### config.mk
export PLATFORM = sky130hd
export DESIGN_NAME = jcmr_router
export DESIGN_NICKNAME = d
export VERILOG_FILES = /design/src/verilog/jcmr_pkg.sv /design/src/verilog/jcmr_sync2.sv /design/src/verilog/jcmr_edge_det.sv /design/src/verilog/jcmr_router.sv
export VERILOG_INCLUDE_DIRS = /design/src /design/src/verilog
export SDC_FILE = /design/constraint.sdc
export NUM_CORES = 1
export LEC_CHECK = 0
export ABC_AREA = 0
export BUFFER_PORTS_ARGS = -buffer_cell sky130_fd_sc_hd__buf_2
export CAP_MARGIN = 10
export CORE_ASPECT_RATIO = 1.1
export CORE_MARGIN = 4
export CORE_UTILIZATION = 35
export DETAILED_ROUTE_END_ITERATION = 10
export PLACE_DENSITY = 0.65
export SLEW_MARGIN = 20
export SYNTH_ARGS = -nofsm -noshare
export SYNTH_HDL_FRONTEND = slang
export SYNTH_SLANG_ARGS = --single-unit
### constraint.sdc
create_clock -name clk_sys_i -period 2.1 [get_ports clk_sys_i]
set_clock_uncertainty 0.1 [all_clocks]
set_input_delay 0.105 -clock clk_sys_i [delete_from_list [all_inputs] [get_ports clk_sys_i]]
set_output_delay 0.105 -clock clk_sys_i [all_outputs]
set_load 0.005 [all_outputs]
### src/verilog/jcmr_consts.svh
`ifndef JCMR_CONSTS_SVH
`define JCMR_CONSTS_SVH

// Avalon-MM register word offsets (byte addresses).
`define JCMR_OFS_CTRL 8'h00
`define JCMR_OFS_STATUS 8'h04
`define JCMR_OFS_ID 8'h08

// Control register fields.
`define JCMR_CTRL_USB_REQ_BIT 0
`define JCMR_CTRL_USB_TRST_BIT 1
`define JCMR_CTRL_USB_SRST_BIT 2
`define JCMR_CTRL_RESET 32'h0000_0000

// Status register fields.
`define JCMR_STAT_CFG_MODE_BIT 0
`define JCMR_STAT_PROBE_BIT 1
`define JCMR_STAT_USB_OWNS_BIT 2
`define JCMR_STAT_LOCKED_BIT 3
`define JCMR_STAT_RETURN_TEST_CLOCK_EN_BIT 4

// Cycles after reset release before the mode strap is captured.
`define JCMR_STRAP_SETTLE_CYC 8'h10

`endif

### src/verilog/jcmr_pkg.sv
`default_nettype none
package jcmr_pkg;
    typedef enum logic {
        JCMR_MODE_DEBUG,
        JCMR_MODE_CONFIG
    } jcmr_mode_e;
    typedef enum logic [1:0] {
        JCMR_MASTER_NONE,
        JCMR_MASTER_PROBE,
        JCMR_MASTER_USB
    } jcmr_master_e;
endpackage
`default_nettype wire

### src/verilog/jcmr_sync2.sv
`default_nettype none
module jcmr_sync2 #(
    parameter int WIDTH = 1
) (
    input wire logic clk_sys_i,
    input wire logic rst_b_i,
    input wire logic [WIDTH-1:0] async_i,
    input wire logic [WIDTH-1:0] rst_val_i,
    output logic [WIDTH-1:0] sync_o
);
    logic [WIDTH-1:0] meta_r;
    logic [WIDTH-1:0] sync_r;
    logic [1:0] rst_val_r;

    if (WIDTH < 1) begin : g_bad_width
        $error("jcmr_sync2: WIDTH must be at least 1");
    end

    // Reset values are constants; the per-bit idle level stands in until both stages
    // hold real samples, so no false edge or strap level follows reset.
    always_ff @(posedge clk_sys_i or negedge rst_b_i) begin
        if (!rst_b_i) begin
            meta_r <= '0;
            sync_r <= '0;
        end else begin
            meta_r <= async_i;
            sync_r <= meta_r;
        end
    end

    always_ff @(posedge clk_sys_i or negedge rst_b_i) begin
        if (!rst_b_i) begin
            rst_val_r <= 2'h3;
        end else begin
            rst_val_r <= {rst_val_r[0], 1'b0};
        end
    end

    // Until the pipeline holds real samples, present the idle level of each line.
    always_comb begin
        sync_o = sync_r;
        if (rst_val_r != 2'h0) begin
            sync_o = rst_val_i;
        end
    end
endmodule // jcmr_sync2
`default_nettype wire

### src/verilog/jcmr_edge_det.sv
`default_nettype none
module jcmr_edge_det (
    input wire logic clk_sys_i,
    input wire logic rst_b_i,
    input wire logic level_i,
    output logic rise_o,
    output logic fall_o
);
    logic prev_r;

    always_ff @(posedge clk_sys_i or negedge rst_b_i) begin
        if (!rst_b_i) begin
            prev_r <= 1'b0;
        end else begin
            prev_r <= level_i;
        end
    end

    assign rise_o = level_i & ~prev_r;
    assign fall_o = ~level_i & prev_r;
endmodule // jcmr_edge_det
`default_nettype wire

### src/verilog/jcmr_router.sv
// Contract
// - USB master yields when probe detected low
// - External tool disables embedded debug hardware
// - No jumper: debug mode, select high
// - Debug mode: config LEDs off everywhere
// - Debug mode: chain through CPU TAP, tiles
// - Debug mode: PLDs excluded unless debuggable
// - Debug mode: FPGAs load from flash
// - Jumper fitted: config mode, select low
// - Switch ON is config, OFF no jumper
// - Config mode: config LEDs lit everywhere
// - Config mode: scan over config chain
// - Config mode: all FPGAs, PLDs inserted
// - Config mode: boundary-scan TAP replaces CPU
// - Config mode: FPGA image chain or flash
// - Flash programmed through loader design
// - Data serial from TDI, returns TDO
// - Test clock fanned to all components
// - Return clock low or looped back
// - Config mode: resets drive FPGA init/program
//
// Implementation choices: the register addresses and register access over Avalon-MM.
`include "jcmr_consts.svh"
`default_nettype none
module jcmr_router (
    input wire logic clk_sys_i,
    input wire logic rst_b_i,
    // Avalon-MM slave.
    input wire logic [7:0] avs_address_i,
    input wire logic avs_read_i,
    input wire logic avs_write_i,
    input wire logic [31:0] avs_writedata_i,
    input wire logic [3:0] avs_byteenable_i,
    output logic [31:0] avs_readdata_o,
    output logic avs_waitrequest_o,
    output logic [1:0] avs_response_o,
    // Straps and detect lines.
    input wire logic config_jumper_n_i,
    input wire logic external_probe_detect_n_i,
    input wire logic return_clock_enable_n_i,
    // External probe scan lines.
    input wire logic probe_tck_i,
    input wire logic probe_tms_i,
    input wire logic probe_tdi_i,
    input wire logic probe_trst_n_i,
    output logic probe_tdo_o,
    output logic return_test_clock_o,
    // Embedded USB debug master scan lines.
    input wire logic usb_tck_i,
    input wire logic usb_tms_i,
    input wire logic usb_tdi_i,
    output logic usb_tdo_o,
    // Open-drain system reset line.
    input wire logic system_reset_line_n_i,
    output logic system_reset_line_n_o,
    output logic system_reset_line_n_oe_o,
    // Shared chain fan-out.
    output logic chain_tck_o,
    output logic chain_tms_o,
    output logic chain_trst_n_o,
    // Debug chain.
    output logic dbg_tdi_o,
    input wire logic dbg_tdo_i,
    // Configuration chain.
    output logic cfg_tdi_o,
    input wire logic cfg_tdo_i,
    // Board controls.
    output logic config_mode_select_n_o,
    output logic config_led_o,
    output logic cpu_tap_enable_o,
    output logic bscan_tap_enable_o,
    output logic pld_in_chain_o,
    output logic fpga_flash_boot_o,
    output logic fpga_init_n_o,
    output logic fpga_program_n_o,
    output logic usb_master_enable_o
);
    localparam logic [7:0] STRAP_SETTLE = `JCMR_STRAP_SETTLE_CYC;
    localparam logic [31:0] ID_VALUE = 32'h0000_1A5E; // Arbitrary identification value.

    logic [6:0] async_vec;
    logic [6:0] idle_vec;
    logic [6:0] sync_vec;
    logic jumper_n_s, probe_det_n_s, rtcken_n_s, tck_s, tms_s, tdi_s, trst_n_s;

    // Pin levels cross into clk_sys_i before any decision is made on them.
    assign async_vec = {config_jumper_n_i, external_probe_detect_n_i, return_clock_enable_n_i,
                        probe_tck_i, probe_tms_i, probe_tdi_i, probe_trst_n_i};
    // Idle levels: straps and detect lines high, test clock low, mode select high.
    assign idle_vec = 7'h77;
    jcmr_sync2 #(.WIDTH(7)) u_sync (
        .clk_sys_i(clk_sys_i),
        .rst_b_i(rst_b_i),
        .async_i(async_vec),
        .rst_val_i(idle_vec),
        .sync_o(sync_vec)
    );
    assign {jumper_n_s, probe_det_n_s, rtcken_n_s, tck_s, tms_s, tdi_s, trst_n_s} = sync_vec;

    logic tck_rise, tck_fall;
    jcmr_edge_det u_tck_edge (
        .clk_sys_i(clk_sys_i),
        .rst_b_i(rst_b_i),
        .level_i(tck_s),
        .rise_o(tck_rise),
        .fall_o(tck_fall)
    );

    // Mode strap capture: one shot after reset settles, then frozen.
    logic [7:0] settle_cnt_r;
    logic locked_r;
    jcmr_pkg::jcmr_mode_e mode_r;
    logic cfg_mode;

    always_ff @(posedge clk_sys_i or negedge rst_b_i) begin
        if (!rst_b_i) begin
            settle_cnt_r <= 8'h00;
            locked_r <= 1'b0;
        end else if (!locked_r) begin
            if (settle_cnt_r == STRAP_SETTLE) begin
                locked_r <= 1'b1;
            end else begin
                settle_cnt_r <= settle_cnt_r + 8'h01;
            end
        end
    end

    // Only a reset, which stands in for the power cycle, can change the mode later.
    always_ff @(posedge clk_sys_i or negedge rst_b_i) begin
        if (!rst_b_i) begin
            mode_r <= jcmr_pkg::JCMR_MODE_DEBUG;
        end else if (!locked_r && settle_cnt_r == STRAP_SETTLE) begin
            // A fitted jumper or switch ON pulls low; absent or OFF floats high.
            mode_r <= jumper_n_s ? jcmr_pkg::JCMR_MODE_DEBUG
                                 : jcmr_pkg::JCMR_MODE_CONFIG;
        end
    end
    assign cfg_mode = (mode_r == jcmr_pkg::JCMR_MODE_CONFIG);

    assign config_mode_select_n_o = ~cfg_mode;
    assign config_led_o = cfg_mode;
    assign cpu_tap_enable_o = ~cfg_mode;
    assign bscan_tap_enable_o = cfg_mode;
    assign pld_in_chain_o = cfg_mode;
    assign fpga_flash_boot_o = ~cfg_mode;

    // Master arbitration.
    logic [31:0] ctrl_r;
    logic usb_req, usb_owns;
    jcmr_pkg::jcmr_master_e master;
    assign usb_req = ctrl_r[`JCMR_CTRL_USB_REQ_BIT];
    assign usb_owns = usb_req & probe_det_n_s;
    assign usb_master_enable_o = usb_owns;

    always_comb begin
        if (!probe_det_n_s) begin
            master = jcmr_pkg::JCMR_MASTER_PROBE;
        end else if (usb_req) begin
            master = jcmr_pkg::JCMR_MASTER_USB;
        end else begin
            master = jcmr_pkg::JCMR_MASTER_PROBE;
        end
    end

    // The USB master is on-board logic in this clock domain, so it is not resynchronised.
    logic sel_tck, sel_tms, sel_tdi, sel_trst_n;
    always_comb begin
        unique case (master)
            jcmr_pkg::JCMR_MASTER_USB: begin
                sel_tck = usb_tck_i;
                sel_tms = usb_tms_i;
                sel_tdi = usb_tdi_i;
                sel_trst_n = ~ctrl_r[`JCMR_CTRL_USB_TRST_BIT];
            end
            default: begin
                sel_tck = tck_s;
                sel_tms = tms_s;
                sel_tdi = tdi_s;
                sel_trst_n = trst_n_s;
            end
        endcase
    end

    // Chain drive is registered; one cycle of skew is small against the slow test clock.
    logic tck_r, tms_r, tdi_r, trst_n_r, tdo_r;
    always_ff @(posedge clk_sys_i or negedge rst_b_i) begin
        if (!rst_b_i) begin
            tck_r <= 1'b0;
            tms_r <= 1'b1;
            tdi_r <= 1'b1;
            trst_n_r <= 1'b0;
        end else begin
            tck_r <= sel_tck;
            tms_r <= sel_tms;
            tdi_r <= sel_tdi;
            trst_n_r <= sel_trst_n;
        end
    end

    // The chain shifts out on the same edge that drops chain_tck_o, so returned data
    // is taken one cycle later, once the new bit stands on the return line.
    logic tck_fall_d_r;
    always_ff @(posedge clk_sys_i or negedge rst_b_i) begin
        if (!rst_b_i) begin
            tck_fall_d_r <= 1'b0;
        end else begin
            tck_fall_d_r <= tck_fall;
        end
    end

    always_ff @(posedge clk_sys_i or negedge rst_b_i) begin
        if (!rst_b_i) begin
            tdo_r <= 1'b1;
        end else if (usb_owns || tck_fall_d_r) begin
            tdo_r <= cfg_mode ? cfg_tdo_i : dbg_tdo_i;
        end
    end

    logic return_test_clock_r;
    always_ff @(posedge clk_sys_i or negedge rst_b_i) begin
        if (!rst_b_i) begin
            return_test_clock_r <= 1'b0;
        end else if (rtcken_n_s) begin
            return_test_clock_r <= 1'b0;
        end else if (tck_rise) begin
            return_test_clock_r <= 1'b1;
        end else if (tck_fall) begin
            return_test_clock_r <= 1'b0;
        end
    end

    assign chain_tck_o = tck_r;
    assign chain_tms_o = tms_r;
    assign chain_trst_n_o = trst_n_r;
    assign dbg_tdi_o = cfg_mode ? 1'b1 : tdi_r;
    assign cfg_tdi_o = cfg_mode ? tdi_r : 1'b1;
    assign probe_tdo_o = tdo_r;
    assign usb_tdo_o = tdo_r;
    assign return_test_clock_o = return_test_clock_r;

    // The open-drain line is only ever pulled low, never driven high.
    logic srst_drive;
    assign srst_drive = usb_owns & ctrl_r[`JCMR_CTRL_USB_SRST_BIT];
    assign system_reset_line_n_o = 1'b0;
    assign system_reset_line_n_oe_o = srst_drive;

    logic srst_meta_r, srst_s_r;
    always_ff @(posedge clk_sys_i or negedge rst_b_i) begin
        if (!rst_b_i) begin
            srst_meta_r <= 1'b1;
            srst_s_r <= 1'b1;
        end else begin
            srst_meta_r <= system_reset_line_n_i;
            srst_s_r <= srst_meta_r;
        end
    end

    // Outside configuration mode the FPGA control pins idle high.
    logic init_n_r, prog_n_r;
    always_ff @(posedge clk_sys_i or negedge rst_b_i) begin
        if (!rst_b_i) begin
            init_n_r <= 1'b1;
            prog_n_r <= 1'b1;
        end else begin
            init_n_r <= cfg_mode ? srst_s_r : 1'b1;
            prog_n_r <= cfg_mode ? trst_n_r : 1'b1;
        end
    end
    assign fpga_init_n_o = init_n_r;
    assign fpga_program_n_o = prog_n_r;

    // Avalon-MM slave: one wait cycle, then answer.
    logic ack_r;
    logic [31:0] rdata_r;
    logic [1:0] resp_r;
    logic req, hit;
    assign req = avs_read_i | avs_write_i;
    assign hit = (avs_address_i == `JCMR_OFS_CTRL) || (avs_address_i == `JCMR_OFS_STATUS)
                 || (avs_address_i == `JCMR_OFS_ID);
    assign avs_waitrequest_o = req & ~ack_r;

    always_ff @(posedge clk_sys_i or negedge rst_b_i) begin
        if (!rst_b_i) begin
            ack_r <= 1'b0;
        end else begin
            ack_r <= req & ~ack_r;
        end
    end

    always_ff @(posedge clk_sys_i or negedge rst_b_i) begin
        if (!rst_b_i) begin
            ctrl_r <= `JCMR_CTRL_RESET;
        end else if (avs_write_i && ack_r && avs_address_i == `JCMR_OFS_CTRL) begin
            // The write lands on the edge that completes the transfer.
            for (int b = 0; b < 4; b++) begin
                if (avs_byteenable_i[b]) begin
                    ctrl_r[b*8 +: 8] <= avs_writedata_i[b*8 +: 8] & 8'h07 & {8{b == 0}};
                end
            end
        end
    end

    logic [31:0] status;
    always_comb begin
        status = 32'h0000_0000;
        status[`JCMR_STAT_CFG_MODE_BIT] = cfg_mode;
        status[`JCMR_STAT_PROBE_BIT] = ~probe_det_n_s;
        status[`JCMR_STAT_USB_OWNS_BIT] = usb_owns;
        status[`JCMR_STAT_LOCKED_BIT] = locked_r;
        status[`JCMR_STAT_RETURN_TEST_CLOCK_EN_BIT] = ~rtcken_n_s;
    end

    always_ff @(posedge clk_sys_i or negedge rst_b_i) begin
        if (!rst_b_i) begin
            rdata_r <= 32'h0000_0000;
            resp_r <= 2'h0;
        end else if (req && !ack_r) begin
            resp_r <= hit ? 2'h0 : 2'h2;
            unique case (avs_address_i)
                `JCMR_OFS_CTRL: rdata_r <= avs_read_i ? ctrl_r : 32'h0000_0000;
                `JCMR_OFS_STATUS: rdata_r <= avs_read_i ? status : 32'h0000_0000;
                `JCMR_OFS_ID: rdata_r <= avs_read_i ? ID_VALUE : 32'h0000_0000;
                default: rdata_r <= 32'h0000_0000;
            endcase
        end
    end
    assign avs_readdata_o = rdata_r;
    assign avs_response_o = resp_r;
endmodule // jcmr_router
`default_nettype wire

Word-level counts from Yosys, hierarchy flattened:

Index checks and enable logic that the tools add are counted.

* register bits: 76
* output and inout bits: 54
* word-level logic and storage cells: 79

* $add $sub $neg: 1
* equal/unequal tests: 4
* multiplexer cells: 23
* bitwise operators: 15
* reduce and logical (&&, ||, !) cells: 14

Operator list (count)
* case mux 13 bit (3 select lines): 1
* 2-to-1 mux 1 bit: 15
* 2-to-1 mux 13 bit: 1
* NOT 1 bit: 9
* adder 8 x 1 -> 8 bit, second input constant: 1
* equality test 8 x 3 -> 1 bit, second input constant: 1
* equality test 8 x 4 -> 1 bit, second input constant: 1
* equality test 8 x 5 -> 1 bit, second input constant: 1
* logical NOT 8 bit: 1
* 2-to-1 mux 7 bit: 1
* 2-to-1 mux 2 bit: 3
* bitwise AND 1 bit: 5
* 2-to-1 mux 5 bit: 1
* logical AND 1 bit: 4
* AND reduction 2 bit: 2
* logical OR 1 bit: 3
* 2-to-1 mux 3 bit: 1
* nonzero test 3 bit: 1
* equality test 2 bit, second input constant: 1
* logical NOT 1 bit: 2
* nonzero test 2 bit: 1
* bitwise OR 1 bit: 1

Longest topological paths before layout:

Gate-level depths: netlist (run 1).

* word-level depth: 7
* mapped depth: 5
* gate-level depth less buffers: 5

Cells and area by module:

A second synthesis (run 1) with hierarchy kept.

* cell total of the unflattened synthesis: 185
* area total of the unflattened synthesis: 2205.9 µm²

Modules (own cells, without submodules)
* jcmr_router: times used 1, cells an instance 157, area each 1669.1 µm², seq. area each 809.5 µm²
* jcmr_sync2: times used 1, cells an instance 25, area each 496.7 µm², seq. area each 402.9 µm²
* jcmr_edge_det: times used 1, cells an instance 3, area each 40.0 µm², seq. area each 25.0 µm²

Worst setup path after synthesis (run 1):

OpenSTA, ideal clock, no wires.

* path kind: flip-flop to flip-flop
* from: register settle_cnt_r[0]
* to: register settle_cnt_r[1]
* library setup time: 0.125 ns
* arrival: 1.380 ns
* data required time: 1.875 ns
* path slack: 0.495 ns
* cell stages (with the launch flop): 6
* path buffers: 0
* cell sequence: dfrtp_1 -> inv_1 -> ha_1 -> and4bb_2 -> a21oi_1 -> mux2_2

* word-level cells in the longest chain between the ends: 3

RTL lines
* from (decl): RTL line jcmr_router.sv:110 `logic [7:0] settle_cnt_r;`
* from (signal assigned): RTL line jcmr_router.sv:123 `settle_cnt_r <= settle_cnt_r + 8'h01;`
* parallel branches: the longest is 3 deep, another holds adder 8 x 1 -> 8 bit

Several ways; the timed one is not identified.
A chain may end at the register's enable or synchronous reset.

Final worst setup path (run 1):

* from: register u_sync.rst_val_r[0]
* to: output port system_reset_line_n_oe_o

* word-level cells in the longest chain between the ends: 4

RTL lines
* from (decl): RTL line jcmr_sync2.sv:13 `logic [1:0] rst_val_r;`
* from (signal assigned): RTL line jcmr_sync2.sv:35 `rst_val_r <= {rst_val_r[0], 1'b0};`
* nonzero test 2 bit: RTL line jcmr_sync2.sv:42 `if (rst_val_r != 2'h0) begin`
* 2-to-1 mux 7 bit: RTL line jcmr_sync2.sv:42
* bitwise AND 1 bit: RTL line jcmr_router.sv:152 `assign usb_owns = usb_req & probe_det_n_s;`
* bitwise AND 1 bit: RTL line jcmr_router.sv:243 `` assign srst_drive = usb_owns & ctrl_r[`JCMR_CTRL_USB_SRST_BIT]; ``
* to (decl): RTL line jcmr_router.sv:56 `output logic system_reset_line_n_oe_o,`

No other way between the ends.

==> results of run 1 <==
-- through the flow --
stage               cell area [um2]  hold WS (ps)  power (uW)  setup WS (ps)
floorplan                      2208        -290.6        1118          494.8
global placement               2349        -52.06        1157          398.3
detailed placement             2349        -55.15        1160          349.0
CTS                            2625         8.783        1871          309.0
global route                   2625         22.19        1942          233.7
finish                         2625         12.53        1848          351.1
-- routing by layer --
layer / track usage [%] / wire (um) / vias to the layer above
met5: 0 / 0 / -
li1: - / - / 674
met1: 13.70 / 1614 / 637
met4: 3.776 / 48 / 0
met2: 18.07 / 1835 / 57
met3: 3.629 / 319 / 8
-- synthesized netlist by cell type (all sizes together), types with 3 or more instances --
master / instances / share of area, %
buf: 33 / 12
nor2: 4 / 0.71
nor2b: 3 / 0.89
nor3: 5 / 1.2
inv: 9 / 1.6
xnor2: 6 / 2.5
nand2: 9 / 1.6
nand3: 3 / 0.71
dfrtp: 40 / 47
dfstp: 9 / 11
a21oi: 7 / 1.7
nand2b: 3 / 0.89
mux2: 7 / 3.7
o21ai: 5 / 1.2
-- cell type report --
cell class	count	share of cell area (%)
repair buffers	75	17.54
flip-flops and latches	49	47.14
inverters	9	1.287
well taps	77	3.670
clock inverters	3	1.811
clock buffers	5	2.622
multi-input cells	108	25.93
-- worst reg2reg max path, stage by stage (launching register included) --
cell and delay, ps:
dfrtp_1 380, inv_1 70, ha_1 200, and4bb_2 240, a21oi_1 270, mux2_2 370
-- flip-flops by register name, indices dropped and copies added, names as in the netlist, 2 cells and up --
signal / cells
avs_readdata_o: 6
u_sync.meta_r: 7
u_sync.rst_val_r: 2
ctrl_r: 3
u_sync.sync_r: 7
settle_cnt_r: 8
-- cells in the final DEF (no fill, tap or decap), types with 3 or more instances in the layout --
cell           count
nand2b_1           3
buf_2             57
dlygate4sd3_1     16
nor3_1             5
xnor2_1            6
dfstp_2            9
inv_1              9
mux2_2             7
nor2b_1            3
nand3_1            3
a21oi_1            7
dfrtp_1           40
clkbuf_8           5
nor2_1             4
nand2_1            9
conb_1            26
o21ai_0            5
-- cell families (layout without fill, tap and decap cells) --
family                     count (synthesis)  count (layout)  share of synthesized area (%)
DFF                                       49              49                          58.52
buffers and inverters                     44              92                          13.73
and+or+nand+nor                           41              41                          11.72
AOI/OAI and AO/OA                         23              23                          7.041
muxes                                      9               9                          4.675
xor gates and xnor gates                   6               6                          2.485
adders and majority gates                  3               3                          1.657
other                                      1              26                         0.1773
-- repair_timing --
item / 4_1_cts / 5_1_grt
setup endpoints to repair: 0 / 0
endpoints found under the hold margin: 50 / 0
hold buffers: 16 / 0
-- path summary, 6_finish.rpt --
check,startpoint,end,slack (ps),cells past startpoint
worst max-delay path,u_sync.rst_val_r[0],system_reset_line_n_oe_o,350,3
worst min-delay path,avs_address_i[4],avs_readdata_o[2],10,4
worst max register to register,settle_cnt_r[0],settle_cnt_r[1],370,5
worst min register to register,u_sync.meta_r[4],u_sync.sync_r[4],260,0
max in group asynchronous,rst_b_i,srst_s_r,1120,3
min in group asynchronous,rst_b_i,u_sync.meta_r[6],130,2
-- power groups by stage --
stage	sequential (uW)	combinational, uW	clock (uW)
2_1_floorplan	1020	98.3	0
3_3_place_gp	1020	137	0
3_5_place_dp	1020	139	0
4_1_cts	1000	162	706
5_1_grt	1010	183	751
6_report	1000	159	685
==> results.md, run 1 <==
* Fmax at between 500 and 600 MHz
* Max-cap violations at 0
* Post-route insts no fill at around 330
* CTS tree: done
* Worst hold path type: in -> reg
* Largest stage delay, worst path at between 500 and 600 ps
* Die ar. at approximately 7400 um2
* Critical path type: reg -> out
* Crit-path leading delay family: flip-flops
* Area occupied by registers at ~1200 um2
* Total vias in the final route at around 1,400
* Drt total wl at about 3800 um
* CTS max path bufs at 2
* Post-synthesis cell count at 176
* WP buf/inv at 1
* Net Sw Power at about 420 uW
* Least-Margin Pin Slew at approximately 590 ps
* Sequential Power Share at a little over half
* Cell Rows at 29
* Sequential share of the synthesized area at between 50% and 60%
* EDFF count, synth at 0
* # IOs at roughly 120
* Worst path arrival time at between 1500 and 2000 ps
* DR DRC count at 0
* Post-synth ARST share at 100.0%
* Post-Syn Area per Cell at roughly 12 um2
* Setup-failing EPs final at 0
* Placer Congestion at 0.7756
* Final hold vios at 0
* Max Slew Vio Count at 0
* First-pass iteration count of the detailed router at 4
* Inst Count DP at just over 300
* Initial antenna violation count at 0
* PD cells at between 700 and 800 nW/um2
* Fillers at 558
* Fin crit share at 83.28%
* Clock transition at the registers of the reported paths at ~90 ps
* Slowest cell on crit path: dfstp_2
* Syn-to-layout area delta at 24.14%
* H-tree Lvls at 2
* TNS Setup at 0 ps
* Sw frac at about 23%
* Skew-Pair Late Insertion Delay at 300 ps
* Share of post-route cells with drive strength above 1 at a little over a third
* Kind of start point of the critical path: register
* Number of global-route vias before repair at around 1,300
* CTS Root Cell: clkbuf_8
* I/O Buffers at 57
* RSZ-0062 raised after global routing: no
* Mapped cell area at 2115 um2
* Die width at between 80 and 90 um
* Crit-path cells: o31a_1, and2_1, buf_2
* Pint at 1427 uW
* Multi-input combinational cell area at slightly below 700 um2
* Crit-path max FO at 11
* #FFs+latches synth at between 40 and 50
* Total gr overflow at 0
* Avg WL per Cell at ~12 um
* Utilization after layout at a little under half
* Main synth FF type: dfrtp_1
* Critical Path RT at around 1900 ps
* Starting Density at ~36%
* Slew headroom at between 60% and 70%
* Tmin final at 1749 ps
* Clock power share at ~37%
* Leakage at 0.001265 uW
* Die Y at 89.52 um
* First-pass GRT wire length at between 6000 and 7000 um
* Setup bufs post-CTS at 0
* Synth Warn # at 0
* All-Layer GR Usage at 11.04%
* CTS sink cnt at 49
* Cell variety after synth at 39
* Comb pwr share at between 8 and 9%
* Largest net degree at the start of global routing at 19
* Status: completed
* Peak supply drop at roughly 0.4 mV
* Nets at roughly 310
* HPWL after detailed placement at approximately 3000 um
* Diodes inserted at 0
* Iter 0 DRT Violations at 67
* Vias per std cell at approximately 4.2
* Core Region at roughly 5800 um2
* CP endpoint kind: primary output
* CTS buffer count at 5
* Detail Route Antenna Nets at 0
* Post-cts sizing count at 0
Note: power is estimated with default switching activity, not from simulation.
==> run 2, diff against run 1 <==
- clock period: 2.1 -> 1.8 ns (I/O delays scaled with it)
==> results.md, run 2 (synthesis gave the netlist of run 1 again) <==
* Status: completed
* Worst hold path type: in -> reg
* Die ar. at ~7400 um2
* Fin crit share at about nine tenths
* Initial antenna violation count at 0
* I/O Buffers at 57
* First-pass iteration count of the detailed router at 4
* Final hold vios at 0
* Post-route insts no fill at around 330
* Top Registers: settle_cnt_r: 8 flops, u_sync.meta_r: 7 flops, u_sync.sync_r: 7 flops
* DR DRC count at 0
* HPWL after detailed placement at between 2000 and 3000 um
* Starting Density at 36.42%
* Setup bufs post-CTS at 0
* Critical path type: reg -> out
* Syn-to-layout area delta at 24.08%
* Kind of start point of the critical path: register
* Core Region at approximately 5800 um2
* Cell Rows at 29
* H-tree Lvls at 2
* Min Hold Slack at about 15 ps
* Inst Count DP at approximately 300
* CTS Root Cell: clkbuf_8
* RSZ-0062 raised after global routing: no
* Slew headroom at 58.21%
* Leakage at approximately 0.0013 uW
* Placer Congestion at roughly 0.8
* Peak supply drop at around 0.5 mV
* Worst path arrival time at 1430 ps
* Largest net degree at the start of global routing at 29
* Total vias in the final route at 1,423
* CTS tree: done
* CP endpoint kind: primary output
* Multi-input combinational cell area at approximately 700 um2
* Setup-failing EPs final at 0
* Area occupied by registers at ~1200 um2
* Final Instance Area at approximately 2600 um2
* Fillers at 570
* Most frequent cells in the layout: buf_2, dfrtp_1, conb_1
* Avg WL per Cell at between 10 and 15 um
* Clock transition at the registers of the reported paths at about 80 ps
* Max Slew Vio Count at 0
* TNS Setup at 0 ps
* Nets at around 310
* Tmin final at ~1600 ps
* Max reg flops at 8
* First-pass GRT wire length at ~6100 um
* Iter 0 DRT Violations at 59
* Placed Instance Area at about 2400 um2
* Number of global-route vias before repair at roughly 1,400
* # IOs at 115
* CTS max path bufs at 2
* All-Layer GR Usage at ~11%
* Die Y at between 80 and 90 um
* Detail Route Antenna Nets at 0
* Max-cap violations at 0
* Diodes inserted at 0
* Crit-path max FO at 6
* Drt total wl at about 3800 um
* Top reg by flops: settle_cnt_r
* Vias per std cell at approximately 4.3
* Post-cts sizing count at 0
* Share of post-route cells with drive strength above 1 at a little over a third
* Fmax at 618.4 MHz
* CTS buffer count at 5
* PD cells at 753.4 nW/um2
* Most common cell after layout, fill and taps aside: buf_2
* Die width at slightly above 80 um
* Least-Margin Pin Slew at ~630 ps
* Skew-Pair Late Insertion Delay at 300 ps
* Hold buffer count at CTS at 16
* Critical Path RT at 1610 ps
* Total gr overflow at 0
* CTS sink cnt at 49
run 2: changes by cell type in the layout (fill, tap and decap cells not counted), sizes merged:
| cell | before | now |
|---|---|---|
| buf | 59 | 61 |
| bufinv | 1 | 0 |
| clkbuf | 5 | 6 |
| clkinvlp | 0 | 2 |
| inv | 11 | 9 |
run 2: worst paths after layout:
path	startpoint	end	slack (ps)	depth (start not counted)
max in group asynchronous	rst_b_i	fpga_init_n_o	830	3
min in group asynchronous	rst_b_i	u_sync.meta_r[6]	180	2
hold / removal	avs_address_i[4]	avs_readdata_o[2]	10	4
setup / recovery	u_sync.rst_val_r[1]	system_reset_line_n_oe_o	180	3
setup reg to reg	settle_cnt_r[0]	settle_cnt_r[1]	200	5
hold reg to reg	u_sync.meta_r[0]	u_sync.sync_r[0]	250	0
run 2: through the flow:
stage / setup WS (ps) / util, % / total power (uW)
final: 182.8 / 45.19 / 1977
after global routing: 102.5 / 45.19 / 2092
after CTS: 160.0 / 45.19 / 2015
after detailed placement: 191.2 / 40.93 / 1356
after global placement: 193.0 / 40.93 / 1353
after floorplan: 194.8 / - / 1304
run 2: power breakdown:
part           switching (uW)  internal, uW
clock network             344           274
logic                    93.9          94.7
registers                21.5          1150
total                     459          1520
run 2: critical path, stage by stage (launching register included):
cell and delay, ps:
dfstp_2 570, o31a_1 280, and2_1 170, buf_2 110
run 2: layer usage:
| metal | GRT usage [%] | routed length (um) | up-vias |
|---|---|---|---|
| met5 | 0 | 0 | - |
| met4 | 4.532 | 51 | 0 |
| met3 | 3.629 | 306 | 7 |
| met2 | 18.30 | 1816 | 64 |
| met1 | 13.49 | 1593 | 673 |
| li1 | - | - | 679 |
run 2: cell type report:
cell class | instances | share of cell area [%]
repair buffers | 77 | 18.60
clock buffers | 6 | 2.766
inverters | 9 | 1.288
flip-flops and latches | 49 | 47.16
multi-input cells | 108 | 25.94
well taps | 77 | 3.672
clock inverters | 2 | 0.5722
